<file path="config.mk">
export PLATFORM = sky130hd
export DESIGN_NAME = stacked_dram_timing_ctrl
export DESIGN_NICKNAME = d
export VERILOG_FILES = /design/src/inc/stacked_dram_pkg.sv /design/src/inc/bank_if.sv /design/src/verilog/bank_timer.sv /design/src/verilog/stacked_dram_timing_ctrl.sv
export SDC_FILE = /design/constraint.sdc
export NUM_CORES = 2
export LEC_CHECK = 0
export BUFFER_PORTS_ARGS = -buffer_cell sky130_fd_sc_hd__buf_2
export CORE_UTILIZATION = 50
export CTS_CLUSTER_DIAMETER = 120
export DETAILED_ROUTE_END_ITERATION = 8
export GPL_ROUTABILITY_DRIVEN = 0
export GPL_TIMING_DRIVEN = 1
export PLACE_DENSITY = 0.68
export SLEW_MARGIN = 20
export SYNTH_ARGS = -nofsm -noshare
export SYNTH_HDL_FRONTEND = slang
export SYNTH_SLANG_ARGS = --single-unit
</file>
<file path="constraint.sdc">
create_clock -name clock_i -period 51.5 [get_ports clock_i]
set_clock_uncertainty 0.05 [all_clocks]
set_input_delay 12.875 -clock clock_i [delete_from_list [all_inputs] [get_ports clock_i]]
set_output_delay 12.875 -clock clock_i [all_outputs]
set_load 0.02 [all_outputs]
</file>
<file path="src/inc/stacked_dram_pkg.sv">
package stacked_dram_pkg;
  localparam int CLK_PS = 4000;

  // Register offsets
  localparam logic [7:0] REG_CFG = 8'h00;
  localparam logic [7:0] REG_TCK = 8'h04;
  localparam logic [7:0] REG_CMD = 8'h08;
  localparam logic [7:0] REG_STATUS = 8'h0c;

  // Field positions
  localparam int CFG_CL_LSB = 0;
  localparam int CFG_CWL_LSB = 8;
  localparam int CFG_PRE2_BIT = 16;
  localparam int CFG_DLL_BIT = 17;
  localparam int TCK_LSB = 0;
  localparam int CMD_OP_LSB = 0;
  localparam int CMD_BANK_LSB = 4;
  localparam int ST_CFG_OK_BIT = 0;
  localparam int ST_PEND_BIT = 1;
  localparam int ST_REFUSED_BIT = 2;
  localparam int ST_OVERDUE_BIT = 3;
  localparam int ST_RANGE_LSB = 4;
  localparam int ST_OPEN_LSB = 16;

  // Values after reset
  localparam logic [4:0] CL_RST = 5'h0c;
  localparam logic [4:0] CWL_RST = 5'h09;
  localparam logic [11:0] TCK_RST = 12'h4e2;

  // Clock-period ranges in ps
  localparam int TCK_1600_MIN_PS = 1250;
  localparam int TCK_1600_MAX_PS = 1900;
  localparam int TCK_1866_MIN_PS = 1071;

  // Latency settings in clocks
  localparam int CL_MIN = 12;
  localparam int CL_MAX_1600 = 14;
  localparam int CL_MAX_1866 = 16;
  localparam int CL_NATIVE_1866 = 14;
  localparam int CWL_A_1600 = 9;
  localparam int CWL_B_1600 = 11;
  localparam int CWL_MIN = 9;
  localparam int CWL_MAX_1866 = 12;
  localparam int CWL_LOW_1600 = 9;
  localparam int CWL_LOW_1866 = 10;
  localparam int PRE2_CWL_EXTRA = 1;

  // Read latency window in ps
  localparam int TAA_MIN_PS = 15000;
  localparam int TAA_MAX_PS = 27000;

  // Row timing in ps and derived cycles, rounded up
  localparam int TRCD_1600_PS = 13750;
  localparam int TRCD_1866_PS = 13920;
  localparam int TRCD_1866_RELAX_PS = 13750;
  localparam int TRP_1600_PS = 12500;
  localparam int TRP_1866_PS = 12850;
  localparam int TRP_1866_RELAX_PS = 12500;
  localparam int TRAS_1600_PS = 35000;
  localparam int TRAS_1866_PS = 34000;
  localparam int TRCD_1600_CYC = (TRCD_1600_PS + CLK_PS - 1) / CLK_PS;
  localparam int TRCD_1866_CYC = (TRCD_1866_PS + CLK_PS - 1) / CLK_PS;
  localparam int TRCD_1866_RELAX_CYC = (TRCD_1866_RELAX_PS + CLK_PS - 1) / CLK_PS;
  localparam int TRP_1600_CYC = (TRP_1600_PS + CLK_PS - 1) / CLK_PS;
  localparam int TRP_1866_CYC = (TRP_1866_PS + CLK_PS - 1) / CLK_PS;
  localparam int TRP_1866_RELAX_CYC = (TRP_1866_RELAX_PS + CLK_PS - 1) / CLK_PS;
  localparam int TRAS_1600_CYC = (TRAS_1600_PS + CLK_PS - 1) / CLK_PS;
  localparam int TRAS_1866_CYC = (TRAS_1866_PS + CLK_PS - 1) / CLK_PS;

  // Longest row open time, rounded down
  localparam int REFI_NS = 7800;
  localparam int ROW_OPEN_MAX_NS = 9 * REFI_NS;
  localparam int ROW_OPEN_MAX_CYC = (ROW_OPEN_MAX_NS * 1000) / CLK_PS;

  typedef enum logic [2:0] {OP_NOP, OP_ACT, OP_RD, OP_WR, OP_PRE, OP_REF} op_e;
  typedef enum logic [1:0] {RANGE_NONE, RANGE_1600, RANGE_1866} range_e;
endpackage

</file>
<file path="src/inc/bank_if.sv">
interface bank_if #(parameter int BANKS = 16);
  logic [BANKS-1:0] act, pre, open, act_ok, col_ok, pre_ok, overdue;
  logic [7:0] trcd, trp, tras, trc;
  logic [15:0] tras_max;
  modport ctrl (output act, pre, trcd, trp, tras, trc, tras_max,
                input open, act_ok, col_ok, pre_ok, overdue);
  modport bank (input act, pre, trcd, trp, tras, trc, tras_max,
                output open, act_ok, col_ok, pre_ok, overdue);
endinterface

</file>
<file path="src/verilog/bank_timer.sv">
module bank_timer #(
  parameter int IDX = 0
) (
  // Clock and reset
  input wire logic clock_i,
  input wire logic rst_i,
  // Bank timing bus
  bank_if.bank bus
);
  logic [15:0] since_act;
  logic [15:0] since_pre;
  logic is_open;

  // Counters saturate so an idle bank stays ready forever
  // Counting from one makes a limit of n cycles space the pulses by exactly n
  always_ff @(posedge clock_i or posedge rst_i) begin
    if (rst_i) begin
      since_act <= 16'hffff;
    end else if (bus.act[IDX]) begin
      since_act <= 16'h0001;
    end else if (since_act != 16'hffff) begin
      since_act <= since_act + 16'h0001;
    end
  end

  always_ff @(posedge clock_i or posedge rst_i) begin
    if (rst_i) begin
      since_pre <= 16'hffff;
    end else if (bus.pre[IDX]) begin
      since_pre <= 16'h0001;
    end else if (since_pre != 16'hffff) begin
      since_pre <= since_pre + 16'h0001;
    end
  end

  always_ff @(posedge clock_i or posedge rst_i) begin
    if (rst_i) begin
      is_open <= 1'b0;
    end else if (bus.act[IDX]) begin
      is_open <= 1'b1;
    end else if (bus.pre[IDX]) begin
      is_open <= 1'b0;
    end
  end

  assign bus.open[IDX] = is_open;
  // Row cycle and precharge period checked each on its own
  assign bus.act_ok[IDX] = !is_open && since_pre >= 16'(bus.trp) && since_act >= 16'(bus.trc);
  assign bus.col_ok[IDX] = is_open && since_act >= 16'(bus.trcd);
  assign bus.pre_ok[IDX] = is_open && since_act >= 16'(bus.tras);
  assign bus.overdue[IDX] = is_open && since_act >= bus.tras_max;
endmodule // bank_timer

</file>
<file path="src/verilog/stacked_dram_timing_ctrl.sv">
module stacked_dram_timing_ctrl #(
  parameter int BANKS = 16,
  parameter int BANK_W = 4,
  parameter int ROW_OPEN_MAX_CYC = stacked_dram_pkg::ROW_OPEN_MAX_CYC
) (
  // Clock and reset
  input wire logic clock_i,
  input wire logic rst_i,
  // Register port
  input wire logic [7:0] reg_addr_i,
  input wire logic [31:0] reg_wdata_i,
  input wire logic reg_wr_i,
  input wire logic reg_rd_i,
  output logic [31:0] reg_rdata_o,
  // Device command bus
  output logic cmd_valid_o,
  output logic [2:0] cmd_o,
  output logic [BANK_W-1:0] bank_o,
  // Mode settings for the device
  output logic [4:0] cl_o,
  output logic [4:0] cwl_o,
  output logic wr_preamble2_o,
  output logic dll_en_o
);
  bank_if #(.BANKS(BANKS)) bus ();

  logic [4:0] cl;
  logic [4:0] cwl;
  logic preamble2;
  logic dll_en;
  logic [11:0] tck_ps;
  logic pending;
  stacked_dram_pkg::op_e pend_op;
  logic [BANK_W-1:0] pend_bank;
  logic refused;
  logic overdue_seen;
  stacked_dram_pkg::range_e rng;
  logic cl_ok;
  logic cwl_ok;
  logic pre2_ok;
  logic [16:0] taa_ps;
  logic cfg_ok;
  logic native;
  logic [7:0] trcd_c;
  logic [7:0] trp_c;
  logic [7:0] tras_c;
  logic allowed;
  logic issue;
  logic force_pre;
  logic [BANK_W-1:0] force_bank;
  logic cmd_wr;
  logic op_legal;
  logic take_cmd;
  logic [2:0] wr_op;

  assign cmd_wr = reg_wr_i && reg_addr_i == stacked_dram_pkg::REG_CMD;
  assign wr_op = reg_wdata_i[stacked_dram_pkg::CMD_OP_LSB +: 3];
  assign op_legal = wr_op >= 3'(stacked_dram_pkg::OP_ACT) && wr_op <= 3'(stacked_dram_pkg::OP_REF);
  assign take_cmd = cmd_wr && !pending && op_legal;

  // Configuration registers
  always_ff @(posedge clock_i or posedge rst_i) begin
    if (rst_i) begin
      cl <= stacked_dram_pkg::CL_RST;
      cwl <= stacked_dram_pkg::CWL_RST;
      preamble2 <= 1'b0;
      dll_en <= 1'b1;
    end else if (reg_wr_i && reg_addr_i == stacked_dram_pkg::REG_CFG) begin
      cl <= reg_wdata_i[stacked_dram_pkg::CFG_CL_LSB +: 5];
      cwl <= reg_wdata_i[stacked_dram_pkg::CFG_CWL_LSB +: 5];
      preamble2 <= reg_wdata_i[stacked_dram_pkg::CFG_PRE2_BIT];
      dll_en <= reg_wdata_i[stacked_dram_pkg::CFG_DLL_BIT];
    end
  end

  always_ff @(posedge clock_i or posedge rst_i) begin
    if (rst_i) begin
      tck_ps <= stacked_dram_pkg::TCK_RST;
    end else if (reg_wr_i && reg_addr_i == stacked_dram_pkg::REG_TCK) begin
      tck_ps <= reg_wdata_i[stacked_dram_pkg::TCK_LSB +: 12];
    end
  end

  // Clock-period range of the programmed device clock
  always_comb begin
    if (tck_ps >= 12'(stacked_dram_pkg::TCK_1600_MIN_PS) &&
        tck_ps <= 12'(stacked_dram_pkg::TCK_1600_MAX_PS)) begin
      rng = stacked_dram_pkg::RANGE_1600;
    end else if (tck_ps >= 12'(stacked_dram_pkg::TCK_1866_MIN_PS) &&
                 tck_ps < 12'(stacked_dram_pkg::TCK_1600_MIN_PS)) begin
      rng = stacked_dram_pkg::RANGE_1866;
    end else begin
      rng = stacked_dram_pkg::RANGE_NONE;
    end
  end

  // Latency settings legal only inside their own range
  always_comb begin
    cl_ok = 1'b0;
    cwl_ok = 1'b0;
    pre2_ok = 1'b0;
    unique case (rng)
      stacked_dram_pkg::RANGE_1600: begin
        cl_ok = cl >= 5'(stacked_dram_pkg::CL_MIN) && cl <= 5'(stacked_dram_pkg::CL_MAX_1600);
        cwl_ok = cwl == 5'(stacked_dram_pkg::CWL_A_1600) || cwl == 5'(stacked_dram_pkg::CWL_B_1600);
        pre2_ok = cwl >= 5'(stacked_dram_pkg::CWL_LOW_1600 + stacked_dram_pkg::PRE2_CWL_EXTRA);
      end
      stacked_dram_pkg::RANGE_1866: begin
        cl_ok = cl >= 5'(stacked_dram_pkg::CL_MIN) && cl <= 5'(stacked_dram_pkg::CL_MAX_1866);
        cwl_ok = cwl >= 5'(stacked_dram_pkg::CWL_MIN) && cwl <= 5'(stacked_dram_pkg::CWL_MAX_1866);
        pre2_ok = cwl >= 5'(stacked_dram_pkg::CWL_LOW_1866 + stacked_dram_pkg::PRE2_CWL_EXTRA);
      end
      default: begin
        cl_ok = 1'b0;
        cwl_ok = 1'b0;
        pre2_ok = 1'b0;
      end
    endcase
  end

  assign taa_ps = 17'(cl) * 17'(tck_ps);

  // Pending commands stall rather than run on limits the device does not promise
  assign cfg_ok = dll_en
               && rng != stacked_dram_pkg::RANGE_NONE
               && cl_ok
               && cwl_ok
               && cwl <= cl
               && (!preamble2 || pre2_ok)
               && taa_ps >= 17'(stacked_dram_pkg::TAA_MIN_PS)
               && taa_ps <= 17'(stacked_dram_pkg::TAA_MAX_PS);

  // Relaxed delays are taken only off the native latency
  assign native = rng == stacked_dram_pkg::RANGE_1866 && cl == 5'(stacked_dram_pkg::CL_NATIVE_1866);

  always_comb begin
    if (rng == stacked_dram_pkg::RANGE_1866) begin
      trcd_c = native ? 8'(stacked_dram_pkg::TRCD_1866_CYC)
                      : 8'(stacked_dram_pkg::TRCD_1866_RELAX_CYC);
      trp_c = native ? 8'(stacked_dram_pkg::TRP_1866_CYC)
                     : 8'(stacked_dram_pkg::TRP_1866_RELAX_CYC);
      tras_c = 8'(stacked_dram_pkg::TRAS_1866_CYC);
    end else begin
      trcd_c = 8'(stacked_dram_pkg::TRCD_1600_CYC);
      trp_c = 8'(stacked_dram_pkg::TRP_1600_CYC);
      tras_c = 8'(stacked_dram_pkg::TRAS_1600_CYC);
    end
  end

  assign bus.trcd = trcd_c;
  assign bus.trp = trp_c;
  assign bus.tras = tras_c;
  // Sum of separately rounded counts meets tRC, tRAS and tRP together
  assign bus.trc = 8'(trp_c + tras_c);
  assign bus.tras_max = 16'(ROW_OPEN_MAX_CYC);

  // Lowest overdue bank is closed first
  always_comb begin
    force_pre = 1'b0;
    force_bank = '0;
    for (int i = BANKS - 1; i >= 0; i--) begin
      if (bus.overdue[i]) begin
        force_pre = 1'b1;
        force_bank = BANK_W'(i);
      end
    end
  end

  always_comb begin
    unique case (pend_op)
      stacked_dram_pkg::OP_ACT: allowed = bus.act_ok[pend_bank];
      stacked_dram_pkg::OP_RD,
      stacked_dram_pkg::OP_WR: allowed = bus.col_ok[pend_bank];
      stacked_dram_pkg::OP_PRE: allowed = bus.pre_ok[pend_bank];
      stacked_dram_pkg::OP_REF: allowed = &bus.act_ok;
      default: allowed = 1'b0;
    endcase
  end

  // Forced precharge takes the slot; the pending command waits
  assign issue = pending && cfg_ok && allowed && !force_pre;

  genvar g;
  generate
    for (g = 0; g < BANKS; g++) begin : g_bank
      assign bus.act[g] = issue && pend_op == stacked_dram_pkg::OP_ACT && pend_bank == BANK_W'(g);
      assign bus.pre[g] = (issue && pend_op == stacked_dram_pkg::OP_PRE && pend_bank == BANK_W'(g))
                       || (force_pre && force_bank == BANK_W'(g));
      bank_timer #(.IDX(g)) u_timer (
        .clock_i(clock_i),
        .rst_i(rst_i),
        .bus(bus)
      );
    end
  endgenerate

  // Pending command slot
  always_ff @(posedge clock_i or posedge rst_i) begin
    if (rst_i) begin
      pending <= 1'b0;
      pend_op <= stacked_dram_pkg::OP_NOP;
      pend_bank <= '0;
    end else if (take_cmd) begin
      pending <= 1'b1;
      pend_op <= stacked_dram_pkg::op_e'(wr_op);
      pend_bank <= reg_wdata_i[stacked_dram_pkg::CMD_BANK_LSB +: BANK_W];
    end else if (issue) begin
      pending <= 1'b0;
    end
  end

  // Sticky flags; a new event wins over the clear
  always_ff @(posedge clock_i or posedge rst_i) begin
    if (rst_i) begin
      refused <= 1'b0;
    end else if (cmd_wr && (pending || !op_legal)) begin
      refused <= 1'b1;
    end else if (reg_wr_i && reg_addr_i == stacked_dram_pkg::REG_STATUS &&
                 reg_wdata_i[stacked_dram_pkg::ST_REFUSED_BIT]) begin
      refused <= 1'b0;
    end
  end

  always_ff @(posedge clock_i or posedge rst_i) begin
    if (rst_i) begin
      overdue_seen <= 1'b0;
    end else if (force_pre) begin
      overdue_seen <= 1'b1;
    end else if (reg_wr_i && reg_addr_i == stacked_dram_pkg::REG_STATUS &&
                 reg_wdata_i[stacked_dram_pkg::ST_OVERDUE_BIT]) begin
      overdue_seen <= 1'b0;
    end
  end

  // Device command outputs
  always_ff @(posedge clock_i or posedge rst_i) begin
    if (rst_i) begin
      cmd_valid_o <= 1'b0;
      cmd_o <= 3'h0;
      bank_o <= '0;
    end else begin
      cmd_valid_o <= issue || force_pre;
      cmd_o <= force_pre ? 3'(stacked_dram_pkg::OP_PRE) : 3'(pend_op);
      bank_o <= force_pre ? force_bank : pend_bank;
    end
  end

  // Read port; unmapped offsets read zero
  always_ff @(posedge clock_i or posedge rst_i) begin
    if (rst_i) begin
      reg_rdata_o <= 32'h0000_0000;
    end else if (reg_rd_i) begin
      reg_rdata_o <= 32'h0000_0000;
      unique case (reg_addr_i)
        stacked_dram_pkg::REG_CFG: begin
          reg_rdata_o[stacked_dram_pkg::CFG_CL_LSB +: 5] <= cl;
          reg_rdata_o[stacked_dram_pkg::CFG_CWL_LSB +: 5] <= cwl;
          reg_rdata_o[stacked_dram_pkg::CFG_PRE2_BIT] <= preamble2;
          reg_rdata_o[stacked_dram_pkg::CFG_DLL_BIT] <= dll_en;
        end
        stacked_dram_pkg::REG_TCK: reg_rdata_o[stacked_dram_pkg::TCK_LSB +: 12] <= tck_ps;
        stacked_dram_pkg::REG_CMD: begin
          reg_rdata_o[stacked_dram_pkg::CMD_OP_LSB +: 3] <= 3'(pend_op);
          reg_rdata_o[stacked_dram_pkg::CMD_BANK_LSB +: BANK_W] <= pend_bank;
        end
        stacked_dram_pkg::REG_STATUS: begin
          reg_rdata_o[stacked_dram_pkg::ST_CFG_OK_BIT] <= cfg_ok;
          reg_rdata_o[stacked_dram_pkg::ST_PEND_BIT] <= pending;
          reg_rdata_o[stacked_dram_pkg::ST_REFUSED_BIT] <= refused;
          reg_rdata_o[stacked_dram_pkg::ST_OVERDUE_BIT] <= overdue_seen;
          reg_rdata_o[stacked_dram_pkg::ST_RANGE_LSB +: 2] <= 2'(rng);
          reg_rdata_o[stacked_dram_pkg::ST_OPEN_LSB +: BANKS] <= bus.open;
        end
        default: reg_rdata_o <= 32'h0000_0000;
      endcase
    end
  end

  assign cl_o = cl;
  assign cwl_o = cwl;
  assign wr_preamble2_o = preamble2;
  assign dll_en_o = dll_en;
endmodule // stacked_dram_timing_ctrl
</file>
==> metrics.txt <==
Worst path max stage delay=a little over 0.8 ns; first-pass detailed-route iteration total=5; Clock Path Buffers=3; final period utilization=31.2%; GRT Resource Usage Total=about 23%; unrepaired setup endpoints after global routing=no; Switching Power=0.222 mW; combinational share of power=under 10%; syn avg cell area=9.13 um^2; worst hold slack=0.440 ns; Non-Filler Instances=5,086; Critical Path AT=around 17 ns; Slew @ Worst Pin=~1.1 ns; setup TNS=0 ns; Yosys warnings=0; slowest CP cell=buf_4; reg-to-reg slack, setup=~45 ns; crit end category=asynchronous set/reset pin; Seq/Total Area, Yosys=around 43%; Peak VDD IR=0.0312 mV; asr flop ratio synth=100%; Initial Utilization=between 50% and 60%; Inst Count DP=between 4k and 5k; Iter 0 DRT Violations=about 1.9k; Vert. Die Dim=273 um; worst path bufs/invs=6; Row Count=99; Max Clk Rate=a little over 0.06 GHz; Area contributors post-synth=dfstp_2, nor2_1, dfrtp_1, xor2_1, xnor2_1; layout cells sized above 1=21.6%; Unique masters post-synth=between 90 and 100; PostCTS Resize Cnt=0; Required @ worst endpoint=about 52 ns; most frequent CP cell=buf_4; Synth area leader=dfstp_2; CP top delay family=buffers and inverters; vias per cell=between 5 and 6; final setup fails=0; vias=~29k; Layout area overhead=10.2%; min cycle time layout=about 16 ns; CTS tree=built; Mapped Cells=4,021; CP Launch Type=input port; outcome=completed; Num CTS Buffers=about 70; commonest register cell after synthesis=dfstp_2; antenna viol nets, final=0; Worst-Skew Late Latency=0.62 ns; gr ovfl total=0; Setup crit start=rst_i; number of synthesized flops with an enable pin=0; Mapped Area=0.0367 mm^2; CP max FO=approximately 180; Reg power frac=a little under half; Layout Nets=4,271; R2R depth=17; hold_buf cts=0; Fillers=roughly 6.5k; largest net degree at the start of global routing=roughly 180; Root Buffer=clkbuf_16; Die W=about 270 um; post-synth top area share=a little under two fifths; Fin. Hold Viols=0; ANT cells=0; max_cap viols=0; Clk network pwr share=slightly above 50%; first-pass GRT wire length=140,000 um; worst setup path category=in2async; Worst Hold Class=reg2reg; Sw Ratio=a little over a fifth; Rel. slew slack=about a quarter; average wire per standard cell=16.6 um; Pins Over Slew Limit=0; Total Power=1.02 mW; port bufs=75; die area=roughly 0.075 mm^2; DRC=0; P_int=about 0.8 mW; vias in the first global route=~27k; Yosys reg bits=599; Max H-tree Level=3; Leak Pwr=about 17 nW; CP Cell Sequence=buf_2, inv_8, buf_4, buf_12, buf_4, buf_4; Ports=96; Worst R2R End=g_bank[4].u_timer.is_open; post-CTS setup buffers=0; crit path to=reg_rdata_o[29]; critical path depth=6; Pwr Density=between 20 and 30 mW/mm^2; DRT Wirelength=84,300 um; area of the core=0.0728 mm^2; initial antenna violation count=1; TritonCTS Sinks=around 600; clk slew on worst S/H paths=roughly 0.060 ns; reg2reg start=cl_o[3]; post-DP HPWL=58,300 um
==> synthesized netlist by cell type, types with 12 or more instances <==
master    instances
nor2b_1          20
o211ai_1         31
or3_1            26
inv_1           203
nor4_1           87
buf_2            35
nand3b_1         21
o22ai_1          14
a211oi_1         15
xnor2_1         197
o21ai_0         104
xor2_1          211
nand3_1         242
nor3b_1          22
nand2b_1         45
and4_1           29
mux2i_1          20
nor2_1          609
nand2_1         363
a41oi_1          19
fa_1             30
nor3_1          137
nand4_1         134
or4_1            17
and2_1           66
clkbuf_1         84
dfrtp_1          77
a22oi_1          12
a31oi_1          14
ha_1            126
nor4_4           17
and3_1           94
nor2_2           30
dfstp_2         522
a21oi_1         112
mux2_2           32
o21bai_1         16
==> worst register-to-register path, stage by stage (launching register included) <==
cell       delay, ns
dfstp_2         0.74
and2_1          0.21
fa_1            0.45
fa_1            0.54
inv_1           0.06
fa_1            0.52
inv_1           0.04
ha_1            0.37
a2111oi_0       0.42
o21ai_0         0.28
a41oi_1         0.42
xnor2_1         0.20
nand2_1         0.13
a2111oi_4       0.55
o31ai_4         0.28
buf_4           0.34
nor4_4          0.83
o21bai_1        0.22
==> logic make-up after synthesis <==
logic type	after synthesis	synth area share, %
AO/OA/AOI/OAI	456	8.48
multiplexers	54	1.66
adder cells (fa/ha/maj)	156	5.93
XOR/XNOR	408	9.73
buffers and inverters	341	3.91
flip-flops	599	42.6
AND/OR/NAND/NOR	2006	27.7
other	1	0.0102
==> cell usage in the layout (no fill, tap or decap), types with 104 or more instances in the layout <==
cell type,synthesis,layout
o21ai_0,104,104
nor2_1,609,609
inv_1,203,202
nand2_1,363,363
xor2_1,211,211
dfstp_2,522,522
xnor2_1,197,197
nand3_1,242,242
a21oi_1,112,112
ha_1,126,126
nand4_1,134,134
nor3_1,137,136
==> power by group through the flow <==
stage                     Combinational [mW]  Sequential (mW)  Clock, mW
after global placement                0.0212            0.485          0
after floorplan                       0.0144            0.483          0
final                                 0.0208            0.478      0.519
after detailed placement              0.0216            0.485          0
after CTS                             0.0216            0.478      0.533
after global routing                  0.0238            0.478      0.552
==> flip-flops by register name, summed over array words and instances, names as in the netlist, 3 cells and up <==
register	count
pend_bank	4
g_bank.u_timer.since_act	256
cwl_o	5
tck_ps	12
g_bank.u_timer.is_open	16
bank_o	4
pend_op	3
cmd_o	3
reg_rdata_o	29
g_bank.u_timer.since_pre	256
cl_o	5
==> final cells by class <==
cell class                      instances  area (um^2)  area share [%]
Sequential cell                       599        15600            38.7
Inverter                              203          769            1.90
Timing Repair Buffer                  115          701            1.73
Multi-Input combinational cell       3083        19700            48.7
Clock inverter                         27          359           0.888
Clock buffer                          100         2070            5.11
Tap cell                              959         1200            2.97
==> through the flow <==
step                utilization, %  setup WS (ns)  cell area, um^2
floorplan                        -          22.67            36700
global placement              52.1          34.45            38000
detailed placement            52.2          34.45            38000
CTS                           55.5          35.08            40400
global route                  55.5          34.67            40500
finish                        55.5          35.41            40500
==> metal layers <==
layer / up-vias / track usage, % / routed length, um
met5: - / 0 / 0
met4: 0 / 5.59 / 1670
met3: 106 / 3.36 / 4020
met2: 547 / 36.4 / 38400
met1: 13900 / 32.6 / 40200
li1: 14000 / - / -
==> how the worst min path moves through the flow <==
stage | cells past startpoint | slack [ns] | end | from
after floorplan | 2 | 0.39 | overdue_seen | overdue_seen
after global placement | 2 | 0.42 | overdue_seen | overdue_seen
after global routing | 2 | 0.47 | overdue_seen | overdue_seen
final | 2 | 0.44 | overdue_seen | overdue_seen
after detailed placement | 2 | 0.43 | overdue_seen | overdue_seen
after CTS | 2 | 0.44 | overdue_seen | overdue_seen
Power figures use the tool's default switching activity.
